==> src/design/dsr_regs.vh <==
// Constants for the DRAM sleep refresh control block: register map,
// field positions, reset values and timing counts.
// Assumes a 20 MHz core clock and a 32-bit APB register bus.
`ifndef DSR_REGS_VH
`define DSR_REGS_VH

// ==========================================================
// Register byte offsets
`define DSR_CTRL_OFF 12'h000
`define DSR_STAT_OFF 12'h004
`define DSR_CKESR_OFF 12'h008
`define DSR_XS_OFF 12'h00c
`define DSR_XSDLL_OFF 12'h010
`define DSR_REF_OFF 12'h014

// ==========================================================
// Control fields (mode register 2 image)
`define DSR_AUTO_RATE_BIT 6
`define DSR_RANGE_SEL_BIT 7

// ==========================================================
// Reset values
`define DSR_CTRL_RST 8'h00
`define DSR_CKESR_RST 16'h0005
`define DSR_XS_RST 16'h0010
`define DSR_XSDLL_RST 16'h0200
`define DSR_REF_RST 16'h0002

// ==========================================================
// Normal refresh interval base, in core cycles at 20 MHz
`define DSR_REF_NORM 16'h009c
// Vref settle before first write, in memory clocks
`define DSR_VREF_CLKS 16'h0200

// ==========================================================
// Command encodings {cs_b, ras_b, cas_b, we_b}
`define DSR_CMD_REF 4'h1
`define DSR_CMD_NOP 4'h7
`define DSR_CMD_DES 4'h8

`endif

==> src/design/dsr_self_refresh.v <==
// DRAM-side self refresh entry and exit control for one rank.
// Assumes commands, clock enable and termination pins arrive synchronous
// to core_clk, and software reaches the registers over APB.
//
// How it works
// (RULE_01) Refresh command with clock enable sampled low means sleep refresh entry.
// (RULE_02) DLL switches off on entry; switches on and resets on exit.
// (RULE_03) Controller waits 512 clocks after valid reference before first write.
// (RULE_04) Controller precharges all banks and finishes bursts before entry.
// (RULE_05) Controller registers termination low before entry unless termination disabled.
// (RULE_06) Controller holds clock enable low while the device stays asleep.
// (RULE_07) While asleep only clock enable and reset are observed.
// (RULE_08) At least one internal refresh within the clock-enable minimum pulse.
// (RULE_09) Stable clock at entry; exit allowed after minimum residency.
// (RULE_10) Clock hold before altering clock, clock setup before exit.
// (RULE_11) Only no-operation or deselect during exit time after wake.
// (RULE_12) Calibration and DLL exit time before DLL commands; termination off.
// (RULE_13) No-operation or deselect on cycle after the entry command.
// (RULE_14) Exit asynchronous; intervals count from first edge with clock enable high.
// (RULE_15) Above 85 C controller refreshes twice as often, 32 ms period.
// (RULE_16) Hot sleep refresh needs automatic rate or extended range enabled.
// (RULE_17) Manual range bit: 0 normal, 1 extended, when automatic rate off.
// (RULE_18) Automatic rate bit set: device picks its own sleep refresh rate.
// (RULE_19) Both range bits set is illegal.
// (RULE_20) Controller tracks sleep state and blocks commands until intervals expire. Here nothing is blocked; cmd_err only flags non-idle commands.
//
// The placing of the registers and the APB slave port were decided locally.
`timescale 1ns/1ps
`include "dsr_regs.vh"

module dsr_self_refresh (
  input wire core_clk,
  input wire rst_b,
  input wire psel,
  input wire penable,
  input wire pwrite,
  input wire [11:0] paddr,
  input wire [31:0] pwdata,
  output reg [31:0] prdata,
  output reg pready,
  output reg pslverr,
  input wire cke,
  input wire [3:0] cmd,
  input wire odt,
  input wire hot,
  output reg dll_on,
  output reg dll_reset,
  output reg int_refresh,
  output reg asleep,
  output reg cmd_err
);

  // ==========================================================
  // Reset release
  reg rst_m_q;
  reg rst_s_q;
  always @(posedge core_clk or negedge rst_b) begin
    if (!rst_b) begin
      rst_m_q <= 1'b0;
      rst_s_q <= 1'b0;
    end else begin
      rst_m_q <= 1'b1;
      rst_s_q <= rst_m_q;
    end
  end
  wire rst_n = rst_s_q;

  // ==========================================================
  // States
  localparam ST_IDLE = 2'd0;
  localparam ST_SLEEP = 2'd1;
  localparam ST_XS = 2'd2;
  localparam ST_XSDLL = 2'd3;

  reg [1:0] st_q;
  reg [1:0] st_d;
  reg [7:0] ctrl_q;
  reg [15:0] ckesr_q;
  reg [15:0] xs_q;
  reg [15:0] xsdll_q;
  reg [15:0] ref_q;
  reg [15:0] cnt_q;
  reg [15:0] cnt_d;
  reg [15:0] rcnt_q;
  reg cke_q;
  reg odt_err_q;
  reg ent_nop_q;
  reg sleeps_q;

  wire automatic_refresh_rate_enable = ctrl_q[`DSR_AUTO_RATE_BIT];
  wire manual_temp_range_select = ctrl_q[`DSR_RANGE_SEL_BIT];
  wire cfg_illegal = automatic_refresh_rate_enable & manual_temp_range_select; // [RULE_19]
  // Automatic rate follows die heat and overrides the manual bit [RULE_18] [RULE_17]
  wire fast_rate = (automatic_refresh_rate_enable & hot) |
                   (~automatic_refresh_rate_enable & manual_temp_range_select);
  wire sr_entry = (st_q == ST_IDLE) && cke_q && !cke && (cmd == `DSR_CMD_REF); // [RULE_01]
  wire is_idle_cmd = (cmd == `DSR_CMD_NOP) || cmd[3];

  // ==========================================================
  // Sequence of sleep, wake and DLL relock
  always @* begin
    st_d = st_q;
    cnt_d = (cnt_q != 16'h0000) ? cnt_q - 16'h0001 : 16'h0000;
    case (st_q)
      ST_IDLE: begin
        if (sr_entry) begin
          st_d = ST_SLEEP;
          cnt_d = ckesr_q;
        end
      end
      ST_SLEEP: begin
        // Only clock enable is looked at here; commands are ignored [RULE_07]
        if (cke) begin
          st_d = ST_XS; // first edge with clock enable high starts timing [RULE_14]
          cnt_d = xs_q;
        end
      end
      ST_XS: begin
        if (cnt_q == 16'h0000) begin
          st_d = ST_XSDLL;
          cnt_d = (xsdll_q > xs_q) ? xsdll_q - xs_q : 16'h0000;
        end
      end
      ST_XSDLL: begin
        if (cnt_q == 16'h0000) begin
          st_d = ST_IDLE;
        end
      end
      default: begin
        st_d = ST_IDLE;
      end
    endcase
  end

  always @(posedge core_clk or negedge rst_n) begin
    if (!rst_n) begin
      st_q <= ST_IDLE;
      cnt_q <= 16'h0000;
      cke_q <= 1'b0;
    end else begin
      st_q <= st_d;
      cnt_q <= cnt_d;
      cke_q <= cke;
    end
  end

  // ==========================================================
  // DLL control, internal refresh and status outputs
  // Refresh pulse comes one cycle after entry, well inside the minimum pulse.
  always @(posedge core_clk or negedge rst_n) begin
    if (!rst_n) begin
      dll_on <= 1'b1;
      dll_reset <= 1'b0;
      int_refresh <= 1'b0;
      asleep <= 1'b0;
      cmd_err <= 1'b0;
      rcnt_q <= 16'h0000;
      odt_err_q <= 1'b0;
      ent_nop_q <= 1'b0;
      sleeps_q <= 1'b0;
    end else begin
      dll_reset <= 1'b0;
      int_refresh <= 1'b0;
      ent_nop_q <= sr_entry;
      if (sr_entry) begin
        dll_on <= 1'b0; // [RULE_02]
        int_refresh <= 1'b1; // [RULE_08]
        rcnt_q <= ref_q;
        odt_err_q <= odt;
        sleeps_q <= 1'b1;
      end else if (st_q == ST_SLEEP && !cke) begin
        // Rate: automatic follows die heat, else manual range bit [RULE_18] [RULE_17]
        if (rcnt_q == 16'h0000) begin
          int_refresh <= 1'b1;
          rcnt_q <= fast_rate ? {1'b0, ref_q[15:1]} : ref_q;
        end else begin
          rcnt_q <= rcnt_q - 16'h0001;
        end
      end
      if (st_q == ST_SLEEP && cke) begin
        dll_on <= 1'b1; // [RULE_02]
        dll_reset <= 1'b1;
      end
      asleep <= (st_d == ST_SLEEP);
      // Flag commands seen too early; sticky until a control write clears it
      if ((ent_nop_q && !is_idle_cmd) || (st_q == ST_XS && !is_idle_cmd)) begin
        cmd_err <= 1'b1; // [RULE_13] [RULE_11]
      end else if (psel && penable && pwrite && paddr == `DSR_CTRL_OFF) begin
        cmd_err <= 1'b0;
      end
    end
  end

  // ==========================================================
  // APB slave, zero wait states
  always @(posedge core_clk or negedge rst_n) begin
    if (!rst_n) begin
      ctrl_q <= `DSR_CTRL_RST;
      ckesr_q <= `DSR_CKESR_RST;
      xs_q <= `DSR_XS_RST;
      xsdll_q <= `DSR_XSDLL_RST;
      ref_q <= `DSR_REF_RST;
      prdata <= 32'h00000000;
      pready <= 1'b0;
      pslverr <= 1'b0;
    end else begin
      pready <= psel && !penable;
      pslverr <= 1'b0;
      if (psel && !penable) begin
        prdata <= 32'h00000000;
        case (paddr)
          `DSR_CTRL_OFF: prdata <= {24'h000000, ctrl_q};
          `DSR_STAT_OFF: prdata <= {22'h000000, cfg_illegal, odt_err_q, sleeps_q,
                                    cmd_err, dll_on, asleep, 2'b00, st_q};
          `DSR_CKESR_OFF: prdata <= {16'h0000, ckesr_q};
          `DSR_XS_OFF: prdata <= {16'h0000, xs_q};
          `DSR_XSDLL_OFF: prdata <= {16'h0000, xsdll_q};
          `DSR_REF_OFF: prdata <= {16'h0000, ref_q};
          default: pslverr <= 1'b1;
        endcase
      end
      if (psel && penable && pready && pwrite) begin
        case (paddr)
          `DSR_CTRL_OFF: ctrl_q <= pwdata[7:0];
          `DSR_CKESR_OFF: ckesr_q <= pwdata[15:0];
          `DSR_XS_OFF: xs_q <= pwdata[15:0];
          `DSR_XSDLL_OFF: xsdll_q <= pwdata[15:0];
          `DSR_REF_OFF: ref_q <= pwdata[15:0];
          default: ctrl_q <= ctrl_q;
        endcase
      end
    end
  end

endmodule

==> config.mk <==
export PLATFORM = sky130hd
export DESIGN_NAME = dsr_self_refresh
export DESIGN_NICKNAME = d
export VERILOG_FILES = /design/src/design/dsr_self_refresh.v
export VERILOG_INCLUDE_DIRS = /design/src /design/src/design
export SDC_FILE = /design/constraint.sdc
export NUM_CORES = 1
export LEC_CHECK = 0
export ABC_AREA = 1
export BUFFER_PORTS_ARGS = -buffer_cell sky130_fd_sc_hd__clkbuf_2
export CAP_MARGIN = 30
export CORE_MARGIN = 4
export CORE_UTILIZATION = 30
export DETAILED_ROUTE_END_ITERATION = 8
export PLACE_DENSITY = 0.47
export RECOVER_POWER = 100
export SYNTH_ARGS = -nofsm -noshare
export SYNTH_HDL_FRONTEND = slang
export SYNTH_SLANG_ARGS = --single-unit
==> constraint.sdc <==
create_clock -name core_clk -period 5.6 [get_ports core_clk]
set_input_delay 0.56 -clock core_clk [delete_from_list [all_inputs] [get_ports core_clk]]
set_output_delay 0.56 -clock core_clk [all_outputs]
set_load 0.03 [all_outputs]
# Word level (Yosys, flattened, before mapping)
# Cells that the tools add are included.
[classes] addsub=3 order_cmp=1 n_eq_ne=11 muxes=26 bitwise=5 n_reduce_logical=32
[op_table] op="$mux 16" count=9
[op_table] op="$pmux 16 s6" count=1
[op_table] op="$pmux 16 s3" count=1
[op_table] op="$logic_not 16->1" count=2
[op_table] op="$sub 16x1->16 const B" count=2
[op_table] op="$eq 12x4->1 const B" count=2
[op_table] op="$eq 12x5->1 const B" count=2
[op_table] op="$gt 16x16->1" count=1
[op_table] op="$reduce_bool 16->1" count=1
[op_table] op="$sub 16x16->16" count=1
[op_table] op="$logic_and 1x1->1" count=13
[op_table] op="$eq 12x3->1 const B" count=1
[op_table] op="$logic_not 12->1" count=1
[op_table] op="$mux 1" count=10
[op_table] op="$reduce_and 2->1" count=5
[op_table] op="$mux 2" count=4
[op_table] op="$pmux 2 s4" count=1
[op_table] op="$reduce_bool 2->1" count=3
[op_table] op="$reduce_or 6->1" count=1
[op_table] op="$eq 2x1->1 const B" count=2
[op_table] op="$eq 2x2->1 const B" count=2
[op_table] op="$eq 4x1->1 const B" count=1
[op_table] op="$eq 4x3->1 const B" count=1
[op_table] op="$and 1x1->1" count=3
[op_table] op="other kinds (5)" count=8
[word_totals] reg_bits=151 inputBits=56

# Depth between registers and ports, before layout
# Gate-level depths: netlist of the first run.
[logic_depth] depth_word=7 mapped_depth=14 ltp_nobuf=14

# Worst setup path before layout of the first run
# OpenSTA, ideal clock, no wires.
[synth_path] kind="flip-flop to flip-flop" start="register xs_q[0]" end="register cnt_q[9]" setup_ns=0.065 t_arrival_ns=1.868 slack_ns=3.667 path_stages_with_launch=14 path_buffers=0 period_less_slack_ns=1.933 path_cell_list="dfrtp_1 > ha_1 > fa_1 > inv_1 > nand2_1 > nand2_1 > nand3_1 > nand2_1 > nand2_1 > a21oi_2 > nand2_1 > nor2_1 > o21ai_0 > nand2_1"
[synth_via] elab_chain_len=4
[synth_rtl] item="from (decl)" line_no="dsr_self_refresh.v:79" text="reg [15:0] xs_q;"
[synth_rtl] item="from (signal assigned)" line_no="dsr_self_refresh.v:200" text="xs_q <= `DSR_XS_RST;"
[synth_rtl] item="from (signal assigned)" line_no="dsr_self_refresh.v:226" text="`DSR_XS_OFF: xs_q <= pwdata[15:0];"
[synth_rtl] item="$sub 16x16->16 / $gt 16x16->1 (equally long branches)" line_no="dsr_self_refresh.v:121" text="cnt_d = (xsdll_q > xs_q) ? xsdll_q - xs_q : 16'h0000;"
[synth_rtl] item="$mux 16 (*)" line_no="dsr_self_refresh.v:121"
[synth_rtl] item="$mux 16 (*)" line_no="dsr_self_refresh.v:119" text="if (cnt_q == 16'h0000) begin"
[synth_rtl] item="$pmux 16 s3 (*)" line_no="dsr_self_refresh.v:104" text="case (st_q)"
[synth_rtl] item="named net cnt_d[9]" line_no="dsr_self_refresh.v:83" text="reg [15:0] cnt_d;"
[synth_rtl] item="to (signal assigned)" line_no="dsr_self_refresh.v:142" text="cnt_q <= cnt_d;"
[synth_rtl] item="to (decl)" line_no="dsr_self_refresh.v:82" text="reg [15:0] cnt_q;"
# Mark *: on every way through the listed nets, which the timed path passes. The rest lies on a longest branch.
# A chain may end at the register's enable or synchronous reset.

# Final worst setup path of the first run
[layout_path] start="register st_q[1]" end="register rcnt_q[10]"
[layout_via] elab_chain_len=5
[layout_rtl] item="from (decl)" line_no="dsr_self_refresh.v:75" text="reg [1:0] st_q;"
[layout_rtl] item="from (signal assigned)" line_no="dsr_self_refresh.v:141" text="st_q <= st_d;"
[layout_rtl] item="$logic_not 2->1" line_no="dsr_self_refresh.v:96" text="wire sr_entry = (st_q == ST_IDLE) && cke_q && !cke && (cmd == `DSR_CMD_REF);"
[layout_rtl] item="$logic_and 1x1->1 (3 in series)" line_no="dsr_self_refresh.v:96"
[layout_rtl] item="$mux 16 / $reduce_bool 2->1 (equally long branches)"
[layout_rtl] item="to (signal assigned)" line_no="dsr_self_refresh.v:168" text="rcnt_q <= ref_q;"
[layout_rtl] item="to (signal assigned)" line_no="dsr_self_refresh.v:175" text="rcnt_q <= fast_rate ? {1'b0, ref_q[15:1]} : ref_q;"
[layout_rtl] item="to (signal assigned)" line_no="dsr_self_refresh.v:177" text="rcnt_q <= rcnt_q - 16'h0001;"
[layout_rtl] item="to (decl)" line_no="dsr_self_refresh.v:84" text="reg [15:0] rcnt_q;"
# Parallel ways exist; a longest one is shown, timed or not.

==> reports/summary.txt, run 1 <==
Outcome -> finished clean
Share of cells above drive strength 1 -> 0.0829
Mean post-synth cell area -> 7.21 um2
Minimum clock period -> 3990 ps
Setup bufs post-CTS -> 0
Wire per inst -> 16.7 um
Largest net degree at the start of global routing -> 57
# DRC -> 0
Antenna-violating nets left -> 0
Layout Cells excl Fill -> 1604
Final setup violation count -> 0
Max frequency -> 250 MHz
Via-to-Cell Ratio -> 4.75
Final slew viol count -> 0
Drt pass-1 iters -> 5
Hold Violations, Final -> 0
Relative slew slack -> 0.0440
Max Cap Viol -> 0
Synth Instances -> 1159
Hold Path Class -> primary input to register
EDFF count, synth -> 0
Global route total overflow -> 0
Critical path data required time -> 5950 ps
Port Buffer Count -> 62
Max VDD drop -> 0.173 mV
Row cnt -> 60
Leakage -> 4.50 nW
Longest Clk Path Bufs -> 2
Initial antenna violation count -> 0
Register area share after synthesis -> 0.405
Die H -> 175 um
Ys async rst share -> 1.00
Gr usage total -> 0.177
CP Class -> register to register
CP Max Fanout -> 24
Initial Util -> 0.308
Cell variety after synth -> 49
CTS tree -> yes
CP Capture Type -> register
First-pass GRT wire length -> 42.4 mm
Worst Skew -> 13.4 ps
Yosys reg bits -> 135
Worst-path clk slew -> 60 ps
Total number of H-tree levels -> 4
Routed WL -> 26.9 mm
Placed cell area -> 0.00896 mm2
Critical Path AT -> 4340 ps
Share of the synthesized area in the top cell type -> 0.386
Ports -> 95
Initial DRC count -> 668
Pwr dens -> 335 mW/mm2
Type of origin of the critical path -> register
Die width -> 175 um
Skew-Pair Late Insertion Delay -> 430 ps
Clock Sinks -> 135
CTS root buffer -> clkbuf_16
Routed vias -> 7620
# nets final -> 1294
Tightest Pin Transition -> 1430 ps
RSZ-0062 raised after global routing -> no
CTS resizes -> 0
Vias in the first global route -> 7350
Synth area leader -> dfrtp_1
Post-detail-place hpwl -> 20.3 mm
Largest cells by area after synthesis -> dfrtp_1, nand2_1, inv_1
Area growth from synthesis to layout -> 13.6%
Routability congestion estimate -> 0.859
CTS Buf Count -> 17
YS warnings -> 0
DIE AREA -> 0.0306 mm2
Setup_tns -> 0 ps
Top FF cell, synth -> dfrtp_1
Tcrit/Tclk final -> 0.713
Design Area, Final -> 0.00950 mm2
Inst Count DP -> 1568
Placeable Area -> 0.0272 mm2
Post-Syn Area -> 0.00836 mm2
==> critical path: stages, from the launching register on <==
cell,delay (ps)
dfrtp_1,620
inv_1,110
nand2_1,170
nor2_1,60
nand2_1,430
clkbuf_1,1080
nand2_1,690
inv_1,500
nand2_1,130
o211ai_1,110
==> cell usage after synthesis, types with 3 or more instances <==
master / count
nand2_1: 327
inv_2: 5
o221ai_1: 14
nor2_1: 86
nand4_1: 6
xnor2_1: 3
buf_4: 17
and3_1: 3
o21ai_0: 120
o211ai_1: 6
o21bai_1: 4
nor2_2: 6
o22ai_1: 34
dfrtp_1: 129
o2111ai_1: 4
or2_2: 3
nand2_2: 3
buf_6: 3
xor2_1: 19
a21oi_1: 34
inv_1: 178
o21ai_1: 16
nand3b_1: 6
nor2_4: 7
ha_1: 19
a31oi_1: 3
buf_2: 13
nand3_1: 38
nor3_1: 13
dfstp_2: 6
clkbuf_1: 13
==> routing by layer <==
layer | vias up | routed length [um] | global-route usage
met2 | 194 | 12100 | 0.277
met3 | 16 | 1220 | 0.0292
met1 | 3589 | 13300 | 0.259
met4 | 0 | 209 | 0.0376
met5 | - | 0 | 0
li1 | 3821 | - | -
==> cell type report <==
cell class                      instances  area (um2)
Fill cell                            2996       17700
Multi-Input combinational cell        809        4030
Sequential cell                       135        3390
Inverter                              184         692
Clock buffer                           21         470
Tap cell                              372         465
Timing Repair Buffer                   71         329
Clock inverter                         11         123
Antenna cell                            1        2.50
==> report_power, final <==
part / switching [W] / internal (W) / leakage, nW
registers: 0.000125 / 0.00110 / 1.77
logic: 0.000523 / 0.000285 / 2.44
clock network: 0.000456 / 0.000691 / 0.281
total: 0.00110 / 0.00208 / 4.50
==> final timing paths <==
kind                       startpoint  slack [ps]  cells after the start          to
setup reg to reg              st_q[1]        1610                      9  rcnt_q[10]
max in group asynchronous       rst_n        3540                      1   rcnt_q[7]
hold reg to reg               rst_m_q         350                      0       rst_n
min in group asynchronous       rst_b         450                      2       rst_n
hold / removal                    cke         330                      1       cke_q
setup / recovery              st_q[1]        1610                      9  rcnt_q[10]
==> placed cells by master, fill, tap and decap left out, types with 5 or more instances in the layout <==
cell type / count
nor3_1: 13
o21ai_0: 130
clkbuf_16: 17
o221ai_1: 14
nand4_1: 6
ha_1: 19
dfstp_2: 6
o22ai_1: 34
clkbuf_2: 36
conb_1: 17
o211ai_1: 6
nor2_4: 5
dfrtp_1: 129
clkbuf_1: 32
nand3b_1: 6
a21oi_1: 36
nor2_2: 6
nand3_1: 38
nor2_1: 88
nand2_1: 329
o21ai_1: 6
inv_1: 180
xor2_1: 19
==> kinds of logic (layout without fill, tap and decap cells) <==
logic type / count (synthesis) / in the layout / synth area share
AO/OA/AOI/OAI: 243 / 243 / 0.166
XOR/XNOR: 22 / 22 / 0.0231
adder cells (fa/ha/maj): 20 / 20 / 0.0308
buffers and inverters: 230 / 287 / 0.116
flip-flops: 135 / 135 / 0.405
other: 2 / 18 / 0.000898
AND/OR/NAND/NOR: 507 / 507 / 0.258
==> registers in the layout, indices dropped and copies added (netlist names), 2 cells and up <==
register	flops
ctrl_q	8
st_q	2
xsdll_q	16
prdata	16
cnt_q	16
ckesr_q	16
ref_q	16
xs_q	16
rcnt_q	16
==> repair_timing <==
action	in CTS	in global routing
endpoints found under the setup margin	0	0
hold endpoints to repair	2	0
hold buffers	1	0
==> metrics by stage <==
step	total power [W]	hold slack, ps	setup WS, ps	util
final	0.00318	328	1610	0.349
after global routing	0.00338	313	1280	0.349
after CTS	0.00322	296	2770	0.352
after detailed placement	0.00205	297	2790	0.330
after global placement	0.00205	303	2830	0.330
after floorplan	0.00184	264	1570	-
Note: power is estimated with default switching activity, not from simulation.
==> run 2: changes to the inputs <==
--- a/config.mk
+++ b/config.mk
@@ -12,7 +12,7 @@
 export CORE_MARGIN = 4
 export CORE_UTILIZATION = 30
 export DETAILED_ROUTE_END_ITERATION = 8
-export PLACE_DENSITY = 0.47
+export PLACE_DENSITY = 0.48
 export RECOVER_POWER = 100
 export SYNTH_ARGS = -nofsm -noshare
 export SYNTH_HDL_FRONTEND = slang
==> constraint.sdc (replaced) <==
create_clock -name core_clk -period 3.2 [get_ports core_clk]
set_input_delay 0.32 -clock core_clk [delete_from_list [all_inputs] [get_ports core_clk]]
set_output_delay 0.32 -clock core_clk [all_outputs]
set_load 0.03 [all_outputs]
==> run 2 against run 1 <==
  * The run now ends with capacitance limit, slew limit left
  * Non-clock buffer count is 5 higher
  * Global-route usage hardly changed
  * Clock power up 73%
  * Register-to-register slack worse by 1100 ps
  * Hold slack worse by 220 ps
  * Routed wire length is essentially flat
  * Design area rose by 0.28%
  * Highest routed layer unchanged
==> reports/summary.txt, run 2 (synthesis results as in run 1) <==
DIE AREA -> 0.0306 mm2
Row cnt -> 60
Final Power -> 0.00555 W
# DRC -> 0
Ports -> 95
Critical Path AT -> 2990 ps
CTS resizes -> 0
# nets final -> 1299
Most frequent cells in the layout -> nand2_1, inv_1, o21ai_0, dfrtp_1, nor2_1
Vias in the first global route -> 7308
Placeable Area -> 0.0272 mm2
Pwr dens -> 583 mW/mm2
Die H -> 175 um
Share of cells above drive strength 1 -> 0.0817
Fillers -> 3015
Max frequency -> 372 MHz
Largest net degree at the start of global routing -> 55
Antenna fix cells -> 0
Post-detail-place hpwl -> 20.4 mm
Final setup violation count -> 0
Final slew viol count -> 54
Drt pass-1 iters -> 5
Type of origin of the critical path -> register
Setup_tns -> 0 ps
Gr usage total -> 0.177
CTS root buffer -> clkbuf_16
Worst Skew -> 11.6 ps
CP Max Fanout -> 12
CTS Buf Count -> 17
CP Capture Type -> register
Routed WL -> 26.8 mm
Worst-path clk slew -> 60 ps
Violated checks -> capacitance limit, slew limit
Total number of H-tree levels -> 4
Outcome -> complete, but fails checks
Initial DRC count -> 483
Max Cap Viol -> 1
Critical path data required time -> 3500 ps
Longest Clk Path Bufs -> 2
RSZ-0062 raised after global routing -> no
Most common library cell in the layout ignoring fill and taps -> nand2_1
Hold Path Class -> primary input to register
Leakage -> 4.53 nW
CP Class -> register to register
Antenna-violating nets left -> 0
Port Buffer Count -> 62
Via-to-Cell Ratio -> 4.77
Relative slew slack -> -0.551
Hold Violations, Final -> 0
Global route total overflow -> 0
Die width -> 175 um
Routed vias -> 7677
Max VDD drop -> 0.352 mV
Routability congestion estimate -> 0.891
Initial antenna violation count -> 0
Clock Sinks -> 135
Tightest Pin Transition -> 2330 ps
Area growth from synthesis to layout -> 13.9%
Tcrit/Tclk final -> 0.840
Skew-Pair Late Insertion Delay -> 420 ps
Initial Util -> 0.308
Minimum clock period -> 2690 ps
CTS tree -> yes
First-pass GRT wire length -> 42.3 mm
Wire per inst -> 16.7 um
run 2: worst max-delay path: stages, from the launching register on:
cell	delay [ps]
dfrtp_1	590
inv_1	100
nand2_1	130
nor2_1	50
nand2_1	270
clkbuf_1	710
o22ai_1	300
o21ai_0	330
nand2_1	70
run 2: final timing paths:
path / start / endpoint / slack [ps] / cells past startpoint
setup / recovery: st_q[1] / cnt_q[11] / 510 / 8
hold / removal: cke / cke_q / 110 / 1
setup reg to reg: st_q[1] / cnt_q[11] / 510 / 8
hold reg to reg: rst_m_q / rst_n / 360 / 0
max in group asynchronous: rst_n / rcnt_q[4] / 840 / 1
min in group asynchronous: rst_b / rst_m_q / 200 / 2
run 2: layer usage:
layer | routed length (um) | track usage | up-vias
met4 | 550 | 0.0553 | 0
met5 | 0 | 0 | -
li1 | - | - | 3831
met3 | 1220 | 0.0325 | 30
met1 | 13500 | 0.262 | 3608
met2 | 11600 | 0.261 | 208
run 2: through the flow:
stage | utilization | hold slack (ps) | setup WS (ps) | instances | cell area (um2)
2_1_floorplan | - | 24.4 | 961 | 1174 | 8420
3_3_place_gp | 0.332 | 106 | 911 | 1574 | 9020
3_5_place_dp | 0.332 | 106 | 850 | 1574 | 9020
4_1_cts | 0.354 | 64.3 | 899 | 1607 | 9610
5_1_grt | 0.350 | 111 | 372 | 1608 | 9520
6_report | 0.350 | 113 | 511 | 1608 | 9520
run 2: power by group:
group / switching (W) / internal [W] / total (W) / leakage, nW
registers: 0.000229 / 0.00193 / 0.00216 / 1.77
clock network: 0.000784 / 0.00121 / 0.00199 / 0.277
logic: 0.000896 / 0.000501 / 0.00140 / 2.48
run 2: timing repair:
item | 4_1_cts | 5_1_grt
hold endpoints to repair | 2 | 0
endpoints found under the setup margin | 0 | 0
buffers inserted | 0 | 0
hold buffers | 1 | 0
run 2: cell type report:
type | count | area (um2) | area share
clock buffers | 25 | 485 | 0.0510
inverters | 184 | 692 | 0.0727
multi-input cells | 809 | 4030 | 0.423
clock inverters | 7 | 93.8 | 0.00986
well taps | 372 | 465 | 0.0489
repair buffers | 76 | 373 | 0.0392
flip-flops and latches | 135 | 3390 | 0.356
==> run 3: changes to the inputs <==
==> constraint.sdc (replaced) <==
create_clock -name core_clk -period 2.24 [get_ports core_clk]
set_input_delay 0.224 -clock core_clk [delete_from_list [all_inputs] [get_ports core_clk]]
set_output_delay 0.224 -clock core_clk [all_outputs]
set_load 0.03 [all_outputs]
==> run 3 against run 2 <==
  * The run now ends clean
  * Non-clock buffer count rose by 33
  * Fmax rose by 25%
  * Highest routed layer unchanged
  * Core utilization rose by 1.2 points
  * Critical path depth rose by 5
  * Register-to-register slack got worse by 420 ps
  * First-iteration DRC count rose by 37%
  * Sequential cell count did not move
  * Clock skew barely moved
  * Combinational power rose by 44%
  * Via count rose by 2.5%
  * Clock-buffer cell count did not move
==> reports/summary.txt, run 3 (synthesis results as in run 1) <==
DIE AREA -> 0.0306 mm2
Inst Count DP -> 1606
Antenna fix cells -> 0
Vias in the first global route -> 7512
Setup_tns -> 0 ps
WHS Path Cells -> 2
Relative slew slack -> 0.0557
Setup WS pre-CTS -> 66.5 ps
CP Max Fanout -> 5
Most frequent cells in the layout -> nand2_1, inv_1, o21ai_0, dfrtp_1, nor2_1
Sw power -> 0.00270 W
Max Cap Viol -> 0
Gr usage total -> 0.180
Minimum clock period -> 2150 ps
Fillers -> 3009
Type of origin of the critical path -> register
Final Util -> 0.362
Routed vias -> 7869
Total number of H-tree levels -> 4
Clock Power Share -> 0.360
Outcome -> finished clean
# DRC -> 0
Port Buffer Count -> 62
Combinational share of power -> 0.254
FF/Latch Area -> 0.00339 mm2
First-pass GRT wire length -> 43.1 mm
Skew-Pair Late Insertion Delay -> 420 ps
Worst flop-to-flop path startpoint -> xs_q[4]
CTS root buffer -> clkbuf_16
Multi-input logic area -> 0.00410 mm2
Hold Path Class -> primary input to register
Ports -> 95
Longest Clk Path Bufs -> 2
Worst-path clk slew -> 60 ps
Area growth from synthesis to layout -> 17.6%
Initial antenna violation count -> 0
CP Capture Type -> register
Hold_sp -> cmd[3]
Reg2Reg Depth -> 13
Max frequency -> 464 MHz
Routability congestion estimate -> 0.890
Global route total overflow -> 0
Largest net degree at the start of global routing -> 62
Die H -> 175 um
Switching part of the total power -> 0.340
Routed WL -> 27.1 mm
Crit path from -> xs_q[4]
Critical Path AT -> 2490 ps
Worst Skew -> 11.7 ps
Flop pwr share -> 0.386
Die width -> 175 um
Drt pass-1 iters -> 7
Final worst slack -> 86.2 ps
Hold Violations, Final -> 0
Initial Util -> 0.308
Leakage -> 4.67 nW
Antenna-violating nets left -> 0
Clock Sinks -> 135
CTS Buf Count -> 17
RSZ-0062 raised after global routing -> yes
Wire per inst -> 16.5 um
Final slew viol count -> 0
# nets final -> 1333
CTS tree -> yes
Post-detail-place hpwl -> 21.1 mm
Max VDD drop -> 0.471 mV
Most common library cell in the layout ignoring fill and taps -> nand2_1
Via-to-Cell Ratio -> 4.79
Share of cells above drive strength 1 -> 0.118
Tcrit/Tclk final -> 0.962
Placeable Area -> 0.0272 mm2
CP Class -> register to register
Initial DRC count -> 662
Critical path data required time -> 2580 ps
Row cnt -> 60
Layout Cells excl Fill -> 1642
Final setup violation count -> 0
Pwr dens -> 808 mW/mm2
Tightest Pin Transition -> 1420 ps
Internal -> 0.00525 W
## run 3: what timing repair did
| action | in CTS | in global routing |
|---|---|---|
| setup endpoints to repair | 0 | 16 |
| hold buffers | 2 | 0 |
| endpoints found under the hold margin | 3 | 0 |
| resized for setup | 0 | 16 |
| buffers inserted | 0 | 1 |
## run 3: worst max-delay path: stages (launching register included)
cell and delay [ps]:
dfstp_2 540, inv_1 60, ha_1 310, nand2_1 90, nor2_2 160, nand3_2 90, nand2_2 80, nand2_2 70
nand2_1 80, nand2_2 80, nor2_4 200, buf_4 140, nand3_2 50, a31oi_1 120
## run 3: routing by layer
layer / up-vias / GRT usage / wire (um)
met3: 37 / 0.0262 / 1250
met1: 3710 / 0.268 / 13500
met2: 224 / 0.270 / 11700
met5: - / 0 / 0
met4: 0 / 0.0527 / 592
li1: 3898 / - / -
## run 3: metrics by stage
step,cell area (um2),power (W),hold WS (ps)
2_1_floorplan,8420,0.00460,-71.6
3_3_place_gp,9300,0.00512,9.78
3_5_place_dp,9300,0.00513,12.4
4_1_cts,9910,0.00802,0.844
5_1_grt,9830,0.00849,4.75
6_report,9830,0.00795,9.36
## run 3: cell type report
cell class / instances / share of cell area
multi-input cells: 810 / 0.417
flip-flops and latches: 135 / 0.344
inverters: 184 / 0.0704
repair buffers: 109 / 0.0612
clock buffers: 25 / 0.0504
well taps: 372 / 0.0473
clock inverters: 7 / 0.00941
## run 3: final timing paths
path / to / slack, ps
max in group asynchronous: cnt_q[4] / 380
worst min register to register: rst_n / 350
min in group asynchronous: rst_m_q / 100
worst min-delay path: cmd_err / 9
worst max-delay path: cnt_q[2] / 90
worst max register to register: cnt_q[2] / 90
## run 3: power by group through the flow
stage	sequential [W]	clock [W]	combinational [W]
2_1_floorplan	0.00310	0	0.00151
3_3_place_gp	0.00311	0	0.00201
3_5_place_dp	0.00311	0	0.00202
4_1_cts	0.00307	0.00291	0.00203
5_1_grt	0.00313	0.00304	0.00233
6_report	0.00307	0.00286	0.00202
